[src/rxcp_consts.vh]
// Purpose: Constants for the receiver configuration and start-pattern match block.
// Assumes: Included by every design file of the block.
// Notes:   Word addresses on the Avalon bus are the printed offsets.
`ifndef RXCP_CONSTS_VH
`define RXCP_CONSTS_VH

// ==========================================================================
// Register offsets
`define RXCP_ADDR_W          8
`define RXCP_OFF_THRESHOLD   8'h0f
`define RXCP_OFF_FILTER      8'h10
`define RXCP_OFF_POLY_AMP    8'h11
`define RXCP_OFF_RECOVERY    8'h12
`define RXCP_OFF_PAT0        8'h16
`define RXCP_OFF_PAT1        8'h17
`define RXCP_OFF_PAT2        8'h18
`define RXCP_OFF_PAT3        8'h19
`define RXCP_OFF_STATUS      8'h20
`define RXCP_OFF_MASK        8'h21
`define RXCP_OFF_LEVEL       8'h22

// ==========================================================================
// Reset values
`define RXCP_RST_THRESHOLD   8'h00
`define RXCP_RST_FILTER      8'ha3
`define RXCP_RST_POLY_AMP    8'h38
`define RXCP_RST_RECOVERY    8'h18
`define RXCP_RST_PAT         8'h00
`define RXCP_RST_FLAGS       2'h0

// ==========================================================================
// Field layout
`define RXCP_POLY_AMP_WMASK  8'hf8
`define RXCP_RECOVERY_WMASK  8'hfe
`define RXCP_BIT_POLY_EN     7
`define RXCP_BIT_REC_DIS     6
`define RXCP_BIT_RECOG       5
`define RXCP_LEN_HI          4
`define RXCP_LEN_LO          3
`define RXCP_TOL_HI          2
`define RXCP_TOL_LO          1
`define RXCP_FLAG_SIGNAL     0
`define RXCP_FLAG_PATTERN    1
`define RXCP_FLAGS_W         2

// ==========================================================================
// Matcher
`define RXCP_PAT_W           32
`define RXCP_CNT_W           6
`define RXCP_LEN_1           2'h0
`define RXCP_LEN_2           2'h1
`define RXCP_LEN_3           2'h2
`define RXCP_MASK_1          32'h000000ff
`define RXCP_MASK_2          32'h0000ffff
`define RXCP_MASK_3          32'h00ffffff
`define RXCP_MASK_4          32'hffffffff

`endif

[src/rxcp_top.v]
// Purpose: Receiver configuration registers and start-pattern recognition.
// Assumes: Avalon-MM slave, 8-bit word address, one register per word.
// Notes:   Read of the status register clears it; the write-1 clear also works.
// Summary of operation
// - An 8-bit read/write signal threshold register resets to zero and sets the detect level.
// - Bits 7..4 of the filter register hold the low-pass bandwidth code.
// - Bits 3..0 of the filter register hold the channel filter code, reset 0011, sent to the filter.
// - Bits 7..4 of the polyphase register hold the centre code, reset 0011.
// - Bit 3 of the polyphase register enables amplifier step regulation.
// - Bit 7 of the recovery register enables the polyphase filter.
// - Bit 6 of the recovery register turns data and clock recovery off when set.
// - Bit 5 of the recovery register enables start-pattern recognition while bit 6 is clear.
// - Bits 4..3 of the recovery register pick one to four pattern bytes from the first byte on.
// - Bits 2..1 of the recovery register give zero to three tolerated bit errors.
// - The three receiver registers reset to a3, 38 and 18.
// - A sticky signal-detect flag sets when the level reaches the threshold and clears on write 1.
// - The first pattern byte is most significant and matched first.
// - A pattern match sets a sticky flag cleared by writing 1.
//
// Local design decision: the Avalon-MM interface to the registers.
`include "rxcp_consts.vh"
`default_nettype none

module rxcp_top (
  input  wire                      clk_i,
  input  wire                      rstn_i,
  input  wire [`RXCP_ADDR_W-1:0]   avs_address_i,
  input  wire                      avs_read_i,
  input  wire                      avs_write_i,
  input  wire [31:0]               avs_writedata_i,
  input  wire [3:0]                avs_byteenable_i,
  output reg  [31:0]               avs_readdata_o,
  output reg                       avs_waitrequest_o,
  input  wire [7:0]                signal_level_i,
  input  wire                      rx_bit_i,
  input  wire                      rx_bit_valid_i,
  output reg  [3:0]                lowpass_bandwidth_code_o,
  output reg  [3:0]                channel_filter_code_o,
  output reg  [3:0]                polyphase_centre_code_o,
  output reg                       amp_step_regulation_o,
  output reg                       polyphase_enable_o,
  output reg                       recovery_disable_o,
  output reg                       pattern_found_o,
  output reg                       irq_o
);

  // ==========================================================================
  // Input synchronisers
  reg  [7:0] level_s1_q;
  reg  [7:0] level_s2_q;
  reg  [7:0] level_s3_q;
  reg  [7:0] level_q;
  reg        bit_s1_q;
  reg        bit_s2_q;
  reg        valid_s1_q;
  reg        valid_s2_q;
  reg        valid_s3_q;
  wire       bit_strobe;

  always @(posedge clk_i or negedge rstn_i) begin
    if (!rstn_i) begin
      level_s1_q <= 8'h00;
      level_s2_q <= 8'h00;
      level_s3_q <= 8'h00;
      level_q    <= 8'h00;
      bit_s1_q   <= 1'b0;
      bit_s2_q   <= 1'b0;
      valid_s1_q <= 1'b0;
      valid_s2_q <= 1'b0;
      valid_s3_q <= 1'b0;
    end else begin
      level_s1_q <= signal_level_i;
      level_s2_q <= level_s1_q;
      level_s3_q <= level_s2_q;
      // A level still moving between two samples is held back, so a torn word is never compared.
      if (level_s2_q == level_s3_q) begin
        level_q <= level_s2_q;
      end
      bit_s1_q   <= rx_bit_i;
      bit_s2_q   <= bit_s1_q;
      valid_s1_q <= rx_bit_valid_i;
      valid_s2_q <= valid_s1_q;
      valid_s3_q <= valid_s2_q;
    end
  end

  // A bit is taken on the rising edge of the synchronised valid level.
  assign bit_strobe = valid_s2_q & ~valid_s3_q;

  // ==========================================================================
  // Registers
  reg  [7:0]                threshold_q;
  reg  [7:0]                filter_q;
  reg  [7:0]                poly_amp_q;
  reg  [7:0]                recovery_q;
  reg  [7:0]                pat_q [0:3];
  reg  [`RXCP_FLAGS_W-1:0]  status_q;
  reg  [`RXCP_FLAGS_W-1:0]  mask_q;
  reg                       pending_q;
  reg                       match_armed;
  wire                      wr_strobe;
  wire                      rd_strobe;
  wire [7:0]                wbyte;
  wire                      signal_event;
  wire                      match_pulse;
  wire [`RXCP_FLAGS_W-1:0]  events;
  wire [`RXCP_FLAGS_W-1:0]  wr_clear;
  wire [`RXCP_FLAGS_W-1:0]  rd_clear;
  wire [`RXCP_FLAGS_W-1:0]  status_d;
  reg  [31:0]               rdata;

  function is_addr;
    input [`RXCP_ADDR_W-1:0] a;
    input [`RXCP_ADDR_W-1:0] off;
    begin
      is_addr = (a == off);
    end
  endfunction

  // Waitrequest is high on the first cycle of each request, so every access takes two cycles.
  assign wr_strobe = avs_write_i & ~avs_waitrequest_o & pending_q;
  assign rd_strobe = avs_read_i & ~avs_waitrequest_o & pending_q;
  assign wbyte     = avs_writedata_i[7:0];

  assign signal_event = (level_q >= threshold_q);
  assign events       = {match_pulse, signal_event};
  assign wr_clear     = (wr_strobe && avs_byteenable_i[0] && is_addr(avs_address_i, `RXCP_OFF_STATUS)) ?
                        wbyte[`RXCP_FLAGS_W-1:0] : {`RXCP_FLAGS_W{1'b0}};
  // A read clears only the flags that it reported, so a flag set while the read waits is kept.
  assign rd_clear     = (rd_strobe && is_addr(avs_address_i, `RXCP_OFF_STATUS)) ?
                        avs_readdata_o[`RXCP_FLAGS_W-1:0] : {`RXCP_FLAGS_W{1'b0}};
  // A new event wins over a clear in the same cycle.
  assign status_d     = (status_q & ~(wr_clear | rd_clear)) | events;

  always @(posedge clk_i or negedge rstn_i) begin
    if (!rstn_i) begin
      avs_waitrequest_o <= 1'b1;
      pending_q         <= 1'b0;
    end else begin
      pending_q         <= (avs_read_i | avs_write_i) & avs_waitrequest_o;
      avs_waitrequest_o <= ~((avs_read_i | avs_write_i) & avs_waitrequest_o);
    end
  end

  genvar g;
  generate
    for (g = 0; g < 4; g = g + 1) begin : g_pat
      localparam integer PAT_OFF = `RXCP_OFF_PAT0 + g;
      always @(posedge clk_i or negedge rstn_i) begin
        if (!rstn_i) begin
          pat_q[g] <= `RXCP_RST_PAT;
        end else if (wr_strobe && avs_byteenable_i[0] &&
                     is_addr(avs_address_i, PAT_OFF[`RXCP_ADDR_W-1:0])) begin
          pat_q[g] <= wbyte;
        end
      end
    end
  endgenerate

  always @(posedge clk_i or negedge rstn_i) begin
    if (!rstn_i) begin
      threshold_q <= `RXCP_RST_THRESHOLD;
      filter_q    <= `RXCP_RST_FILTER;
      poly_amp_q  <= `RXCP_RST_POLY_AMP;
      recovery_q  <= `RXCP_RST_RECOVERY;
      mask_q      <= `RXCP_RST_FLAGS;
      status_q    <= `RXCP_RST_FLAGS;
    end else begin
      status_q <= status_d;
      if (wr_strobe && avs_byteenable_i[0]) begin
        if (is_addr(avs_address_i, `RXCP_OFF_THRESHOLD)) begin
          threshold_q <= wbyte;
        end
        if (is_addr(avs_address_i, `RXCP_OFF_FILTER)) begin
          filter_q <= wbyte;
        end
        if (is_addr(avs_address_i, `RXCP_OFF_POLY_AMP)) begin
          poly_amp_q <= (wbyte & `RXCP_POLY_AMP_WMASK) | (`RXCP_RST_POLY_AMP & ~`RXCP_POLY_AMP_WMASK);
        end
        if (is_addr(avs_address_i, `RXCP_OFF_RECOVERY)) begin
          recovery_q <= (wbyte & `RXCP_RECOVERY_WMASK) | (`RXCP_RST_RECOVERY & ~`RXCP_RECOVERY_WMASK);
        end
        if (is_addr(avs_address_i, `RXCP_OFF_MASK)) begin
          mask_q <= wbyte[`RXCP_FLAGS_W-1:0];
        end
      end
    end
  end

  // ==========================================================================
  // Read path
  always @* begin
    rdata = 32'h00000000;
    case (avs_address_i)
      `RXCP_OFF_THRESHOLD: rdata[7:0] = threshold_q;
      `RXCP_OFF_FILTER:    rdata[7:0] = filter_q;
      `RXCP_OFF_POLY_AMP:  rdata[7:0] = poly_amp_q;
      `RXCP_OFF_RECOVERY:  rdata[7:0] = recovery_q;
      `RXCP_OFF_PAT0:      rdata[7:0] = pat_q[0];
      `RXCP_OFF_PAT1:      rdata[7:0] = pat_q[1];
      `RXCP_OFF_PAT2:      rdata[7:0] = pat_q[2];
      `RXCP_OFF_PAT3:      rdata[7:0] = pat_q[3];
      `RXCP_OFF_STATUS:    rdata[`RXCP_FLAGS_W-1:0] = status_q;
      `RXCP_OFF_MASK:      rdata[`RXCP_FLAGS_W-1:0] = mask_q;
      `RXCP_OFF_LEVEL:     rdata[7:0] = level_q;
      default:             rdata = 32'h00000000;
    endcase
  end

  always @(posedge clk_i or negedge rstn_i) begin
    if (!rstn_i) begin
      avs_readdata_o <= 32'h00000000;
    end else if (avs_read_i && avs_waitrequest_o) begin
      avs_readdata_o <= rdata;
    end
  end

  // ==========================================================================
  // Configuration outputs
  always @(posedge clk_i or negedge rstn_i) begin
    if (!rstn_i) begin
      lowpass_bandwidth_code_o <= 4'h0;
      channel_filter_code_o    <= 4'h0;
      polyphase_centre_code_o  <= 4'h0;
      amp_step_regulation_o    <= 1'b0;
      polyphase_enable_o       <= 1'b0;
      recovery_disable_o       <= 1'b0;
      pattern_found_o          <= 1'b0;
      irq_o                    <= 1'b0;
      match_armed              <= 1'b0;
    end else begin
      lowpass_bandwidth_code_o <= filter_q[7:4];
      channel_filter_code_o    <= filter_q[3:0];
      polyphase_centre_code_o  <= poly_amp_q[7:4];
      amp_step_regulation_o    <= poly_amp_q[3];
      polyphase_enable_o       <= recovery_q[`RXCP_BIT_POLY_EN];
      recovery_disable_o       <= recovery_q[`RXCP_BIT_REC_DIS];
      pattern_found_o          <= status_d[`RXCP_FLAG_PATTERN];
      irq_o                    <= |(status_d & mask_q);
      match_armed              <= recovery_q[`RXCP_BIT_RECOG] & ~recovery_q[`RXCP_BIT_REC_DIS];
    end
  end

  // ==========================================================================
  // Start-pattern matcher
  rxcp_matcher u_matcher (
    .clk_i            (clk_i),
    .rstn_i           (rstn_i),
    .enable_i         (match_armed),
    .bit_i            (bit_s2_q),
    .bit_valid_i      (bit_strobe),
    .pattern_length_i (recovery_q[`RXCP_LEN_HI:`RXCP_LEN_LO]),
    .tolerance_i      (recovery_q[`RXCP_TOL_HI:`RXCP_TOL_LO]),
    .pattern_i        ({pat_q[0], pat_q[1], pat_q[2], pat_q[3]}),
    .match_o          (match_pulse)
  );

endmodule

`default_nettype wire

[src/rxcp_matcher.v]
// Purpose: Start-pattern matcher on the recovered bit stream.
// Assumes: bit_valid_i is a one-cycle strobe on clk_i; inputs are synchronous.
// Notes:   A match is a one-cycle pulse; the first pattern byte is matched first.
`include "rxcp_consts.vh"
`default_nettype none

module rxcp_matcher (
  input  wire                      clk_i,
  input  wire                      rstn_i,
  input  wire                      enable_i,
  input  wire                      bit_i,
  input  wire                      bit_valid_i,
  input  wire [1:0]                pattern_length_i,
  input  wire [1:0]                tolerance_i,
  input  wire [`RXCP_PAT_W-1:0]    pattern_i,
  output reg                       match_o
);

  reg  [`RXCP_PAT_W-1:0] shift_q;
  reg  [`RXCP_PAT_W-1:0] sel_mask;
  reg  [`RXCP_PAT_W-1:0] aligned;
  reg  [`RXCP_CNT_W-1:0] errors;
  wire [`RXCP_PAT_W-1:0] window;
  integer                i;

  // The bit arriving with the strobe belongs to the window, so the last pattern bit completes a match.
  assign window = {shift_q[`RXCP_PAT_W-2:0], bit_i};

  // ==========================================================================
  // Pattern alignment
  // The first pattern byte sits at the top of the pattern word, so a short
  // pattern is shifted down until its first byte is the oldest received.
  always @* begin
    case (pattern_length_i)
      `RXCP_LEN_1: begin
        sel_mask = `RXCP_MASK_1;
        aligned  = pattern_i >> 24;
      end
      `RXCP_LEN_2: begin
        sel_mask = `RXCP_MASK_2;
        aligned  = pattern_i >> 16;
      end
      `RXCP_LEN_3: begin
        sel_mask = `RXCP_MASK_3;
        aligned  = pattern_i >> 8;
      end
      default: begin
        sel_mask = `RXCP_MASK_4;
        aligned  = pattern_i;
      end
    endcase
  end

  // ==========================================================================
  // Mismatch count
  always @* begin
    errors = {`RXCP_CNT_W{1'b0}};
    for (i = 0; i < `RXCP_PAT_W; i = i + 1) begin
      errors = errors + {{(`RXCP_CNT_W-1){1'b0}}, sel_mask[i] & (window[i] ^ aligned[i])};
    end
  end

  always @(posedge clk_i or negedge rstn_i) begin
    if (!rstn_i) begin
      shift_q <= {`RXCP_PAT_W{1'b0}};
      match_o <= 1'b0;
    end else begin
      match_o <= 1'b0;
      if (bit_valid_i) begin
        shift_q <= window;
      end
      if (enable_i && bit_valid_i) begin
        match_o <= (errors <= {{(`RXCP_CNT_W-2){1'b0}}, tolerance_i});
      end
    end
  end

endmodule

`default_nettype wire

[config.mk]
export PLATFORM = sky130hd
export DESIGN_NAME = rxcp_top
export DESIGN_NICKNAME = d
export VERILOG_FILES = /design/src/rxcp_top.v /design/src/rxcp_matcher.v
export VERILOG_INCLUDE_DIRS = /design/src /design/src/src
export SDC_FILE = /design/constraint.sdc
export NUM_CORES = 1
export LEC_CHECK = 0
export ABC_AREA = 1
export BUFFER_PORTS_ARGS = -buffer_cell sky130_fd_sc_hd__buf_2
export CELL_PAD_IN_SITES_DETAIL_PLACEMENT = 2
export CELL_PAD_IN_SITES_GLOBAL_PLACEMENT = 2
export CORE_UTILIZATION = 36
export CTS_CLUSTER_DIAMETER = 200
export DETAILED_ROUTE_END_ITERATION = 10
export GPL_TIMING_DRIVEN = 0
export PLACE_DENSITY = 0.89
export SLEW_MARGIN = 10
export SYNTH_ARGS = -nofsm -noshare
export SYNTH_HDL_FRONTEND = slang
export SYNTH_SLANG_ARGS = --single-unit
[constraint.sdc]
create_clock -name clk_i -period 7.25 [get_ports clk_i]
set_clock_uncertainty 0.2 [all_clocks]
set_input_delay 2.175 -clock clk_i [delete_from_list [all_inputs] [get_ports clk_i]]
set_output_delay 2.175 -clock clk_i [all_outputs]
set_load 0.02 [all_outputs]
==> After elaboration in Yosys (flattened, before gate mapping) <==
Cells that the tools add are included.
W data, S select, Z words.
{ "word_totals": {"ff_bits": 161, "wordCells": 184} }
{ "classes": {"add_sub_neg": 31, "magnitude_cmp": 2, "n_eq_ne": 14, "n_mux": 7, "bitwise_logic": 81, "reduce_logical": 16} }
{ "ops": {"columns": ["op", "n"], "rows": [
  ["$pmux W32 S3", 2],
  ["$add A6 B1 Y6", 30],
  ["$eq A8 B5 Y1 const B", 7],
  ["$pmux W6 S9", 1],
  ["$and A1 B1 Y1", 39],
  ["$xor A1 B1 Y1", 32],
  ["$eq A8 B6 Y1 const B", 3],
  ["$pmux W2 S10", 1],
  ["$reduce_and A2 Y1", 5],
  ["$logic_and A1 B1 Y1", 9],
  ["$eq A8 B4 Y1 const B", 1],
  ["$eq A8 B8 Y1", 1],
  ["$ge A8 B8 Y1", 1],
  ["$le A6 B2 Y1", 1],
  ["$and A2 B2 Y2", 2],
  ["$mux W2", 2],
  ["$not A1 Y1", 4],
  ["$or A2 B2 Y2", 2],
  ["$add A1 B1 Y2", 1],
  ["$eq A2 B1 Y1 const B", 1],
  ["$eq A2 B2 Y1 const B", 1],
  ["$logic_not A2 Y1", 1],
  ["$not A2 Y2", 1],
  ["$reduce_or A2 Y1", 1],
  ["other kinds (2)", 2]
]} }

==> Longest topological paths before layout <==
{ "depth": {"depth_word": 37, "depth_mapped": 26, "ltp_nobuf": 25} }

==> Hierarchy <==
Synthesis repeated with hierarchy kept, for this count alone.
{ "unflattened": {"cells_unflattened": 1040, "area_unflattened_um2": 8817.2} }
{ "modules_own_cells": {"columns": ["mod", "instances", "cells_per_inst", "area_each_um2", "seq_area_each_um2"], "rows": [
  ["rxcp_top", 1, 619, 5843.1, 3215.6],
  ["rxcp_matcher", 1, 421, 2974.1, 800.8]
]} }

==> Worst setup path after synthesis <==
OpenSTA, ideal clock, no wires.
{ "synth_path": {"path_type": "input-to-reg", "start": "in avs_address_i[7]", "end": "reg pat_q[29] in the netlist's numbering", "setup_time_ns": 0.126, "arrival_ns": 3.046, "path_slack_ns": 3.878, "path_stages": 8, "path_buffers": 2, "cell_sequence": "inv_1 > nand2_1 > nor2_4 > buf_6 > nand3_2 > buf_2 > nand2_1 > o21ai_1"} }
{ "synth_between": {"elab_chain_cells": 2} }
{ "synth_rtl": {"columns": ["element", "line", "text"], "rows": [
  ["start: declaration", "rxcp_top.v:27", "input wire [`RXCP_ADDR_W-1:0] avs_address_i,"],
  ["$eq A8 B5 Y1", "rxcp_top.v:116", "is_addr = (a == off);"],
  ["$logic_and A1 B1 Y1", "rxcp_top.v:152", "end else if (wr_strobe && avs_byteenable_i[0] &&"],
  ["end signal: indexed assignment", "rxcp_top.v:151", "pat_q[g] <= `RXCP_RST_PAT;"],
  ["end signal: indexed assignment", "rxcp_top.v:154", "pat_q[g] <= wbyte;"],
  ["end: declaration", "rxcp_top.v:96", "reg [7:0] pat_q [0:3];"]
]} }
No other way between the ends.
A chain may end at the register's enable or synchronous reset.

==> impl_metrics.yaml <==
status:
  outcome: "completed"
sta:
  slew-limit-headroom_pct: 57.72
  period_needed_ns: 7.148
  max_freq_mhz: 139.9
  maxSlewViolCount: 0
  min_period_over_period_pct: 98.60
  setup_viol: 0
  worst_pin_slew_ns: 0.6343
  finalHoldViolCount: 0
drt:
  vias_per_cell: 5.555
  vias: 7366
  drt-total-wl_mm: 32.10
  dr.pass1.iters: 5
  drt_iter0_drc: 649
  route.detailed.wl_per_inst_um: 24.21
  drc_errors: 0
  ant_nets: 0
finish:
  drive_gt1_share_pct: 21.42
  antenna_cells: 0
  finalNonFillerCells: 1326
  fin_nets: 1128
  area_growth_pct: 19.37
  post-route-cell-area_sq_mm: 0.009910
  multi_input_area_sq_mm: 0.003765
  seq_area_sq_mm: 0.004016
  n_fill_cell: 2407
floorplanning:
  io_pins: 108
  die_area_sq_mm: 0.02367
  coreArea_sq_mm: 0.02264
  num_rows: 55
  start_util_pct: 36.67
  die_h_um: 153.9
  die_width_um: 153.9
grt:
  grtUsageTotal_pct: 27.99
  grt_antenna_before_repair: 0
  grt_pass1_vias: 8164
  overflow: 0
  grt_pass1_wl_mm: 49.16
  grt_max_degree: 86
setup_path:
  crit_required_ns: 7.42
  path_class: "reg2reg"
  arrival_ns: 7.32
  crit_start: "recovery_q[4]"
  r2r_slack_ns: 0.10
  start_kind: "register"
  worstPathMaxFanout: 10
  r2r-start: "recovery_q[4]"
  critPathCaptureType: "register"
cts:
  cts_tree: "done"
  cts.sinks: 160
  path_clk_slew_ns: 0.09
  hold_buffers: 0
  htreeDepth: 4
  cts_buffer_depth: 2
  clk_latency_ns: 0.46
  cts_made_buffers: 17
  cts-root-buf: "clkbuf_16"
pwr:
  cellLeakagePower_nw: 4.774
  power_mw: 2.729
  irDropWorstVdd_mv: 0.1783
  power_density_mw_per_mm2: 275.4
min_path:
  worstHoldStart: "level_s1_q[1]"
  holdCritPathClass: "reg2reg"
placement:
  numPortBuffers: 56
  placed_cell_area_sq_mm: 0.009062
  hpwlAfterDp_mm: 20.34
  gp_congestion: 0.9110
  place_inst: 1287
synthesis:
  syn_inst: 922
  synth_xor_area_share_pct: 1.688
  syn_area_sq_mm: 0.008302
  muxShareOfSynthArea_pct: 3.391
  synthSimpleGateAreaFrac_pct: 19.11
  synth_edf_count: 0
  synth_top_family_by_area: "simple AND/OR/NAND/NOR gates"
  yosysWarnings: 0
  synth-main-ff-cell: "dfrtp_1"
  synth_compound_area_share_pct: 10.08
  synth_cell_type_count: 35
  async_flop_share_pct: 100.0
  yosysSeqAreaShare_pct: 48.38
  synth_adder_area_share_pct: 8.500
  synth-seq-cells: 160
  syn_area_per_cell_sq_um: 9.004
run:
  drv_cap: 0
==> cells in the final DEF (no fill, tap or decap), types with 3 or more instances in the layout <==
cell type / synthesis / final
nand2_1: 197 / 194
dfrtp_1: 150 / 150
inv_1: 92 / 91
o21ai_1: 91 / 90
nand3_1: 80 / 80
buf_2: 17 / 68
nor2_1: 52 / 51
buf_4: 24 / 35
mux2_2: 25 / 25
o21ai_0: 26 / 25
a21oi_1: 24 / 24
conb_1: 1 / 24
fa_1: 24 / 21
clkbuf_16: 0 / 17
ha_1: 18 / 16
o22ai_1: 11 / 11
dfstp_2: 10 / 10
inv_2: 11 / 9
xor2_1: 10 / 8
nor2_2: 6 / 7
nand3_2: 7 / 7
nor3_1: 7 / 7
nand4_1: 7 / 7
xnor2_1: 6 / 6
buf_6: 5 / 5
inv_12: 0 / 5
clkinv_8: 0 / 5
nor2_4: 4 / 4
clkbuf_1: 4 / 3
nand2_4: 0 / 3
fa_2: 0 / 3
inv_8: 0 / 3
==> repair_timing <==
item,CTS,global route
setup endpoints to repair,1,1
setup buffers,6,2
resized for setup,11,22
pin swaps,7,16
gates cloned,0,0
==> power breakdown <==
part	switching [mW]	internal, mW	leakage (nW)
Combinational	0.374	0.273	2.38
Clock	0.521	0.490	0.313
Sequential	0.0958	0.975	2.08
Total	0.991	1.74	4.77
==> metrics by stage <==
step | util (%) | worst slack [ns] | hold WS [ns] | setup TNS (ns)
finish | 43.77 | 0.1015 | 0.1554 | 0
global route | 43.77 | -0.03518 | 0.1744 | -0.03518
CTS | 43.32 | 0.01859 | 0.1573 | 0
detailed placement | 40.03 | -0.3266 | 0.1379 | -0.3266
global placement | 39.86 | -0.1815 | 0.1315 | -0.1815
floorplan | - | 0.6666 | 0.1312 | 0
==> registers in the layout (all words and copies together) (netlist names), 7 cells and up <==
name               cells
pat_q                 32
level_s2_q             8
level_s3_q             8
u_matcher.shift_q     31
level_s1_q             8
filter_q               8
recovery_q             7
avs_readdata_o         8
level_q                8
threshold_q            8
==> cell usage after synthesis, drive strengths merged, types with 7 or more instances <==
cell   instances  area (sq um)
nand2        199         752.0
dfrtp        150          3754
o21ai        117         585.6
inv          103         386.6
nand3         87         470.5
nor2          62         277.8
buf           47         325.3
mux2          25         281.5
a21oi         24         120.1
fa            24         480.5
ha            18         225.2
o22ai         11         68.82
dfstp         10         262.8
xor2          10         87.58
nand4          7         43.79
nor3           7         35.03
==> path summary, 6_finish.rpt <==
check                                          to  cells past startpoint
worst min register to register      level_s2_q[1]                      0
worst min-delay path                level_s2_q[1]                      0
worst max-delay path            u_matcher.match_o                     22
max in group asynchronous             filter_q[5]                      2
worst max register to register  u_matcher.match_o                     22
min in group asynchronous              valid_s2_q                      1
==> layout make-up <==
cell class / instances / share of cell area, %
sequential: 160 / 40.53
multi-input combinational: 630 / 37.99
clock buffer: 17 / 4.293
inverter: 104 / 4.028
timing repair buffer: 65 / 3.813
tap: 285 / 3.598
buffer: 50 / 3.472
clock inverter: 15 / 2.273
==> routing by layer <==
| metal | part of all wire (%) | up-vias | track usage [%] |
|---|---|---|---|
| li1 | - | 3186 | - |
| met1 | 41 | 3782 | 35.08 |
| met2 | 50 | 312 | 47.84 |
| met3 | 5.6 | 86 | 5.468 |
| met4 | 3.1 | 0 | 10.33 |
| met5 | 0 | - | 0 |
==> cells by family (layout without fill, tap and decap cells) <==
logic type	after synthesis	in the layout
mux	25	25
compound gates	160	160
other cells	1	24
simple gates	363	363
xor+xnor	16	16
fa+ha+maj	42	42
buf+inv	155	251
flops	160	160
==> critical path, cell delays in order, from the launching register on <==
cell and delay (ns):
dfstp_2 0.57, buf_4 0.19, nand2_1 0.16, buf_2 0.25, o22ai_1 0.26, nor3_1 0.09
nor2_1 0.15, nand2_1 0.11, fa_1 0.56, inv_1 0.07, fa_1 0.55, fa_1 0.56
fa_2 0.48, fa_1 0.61, fa_2 0.48, fa_2 0.40, fa_1 0.57, ha_4 0.22
inv_1 0.07, nor2_1 0.05, o21ai_1 0.16, nand3_1 0.12, nor2_2 0.17
Power figures use the tool's default switching activity.
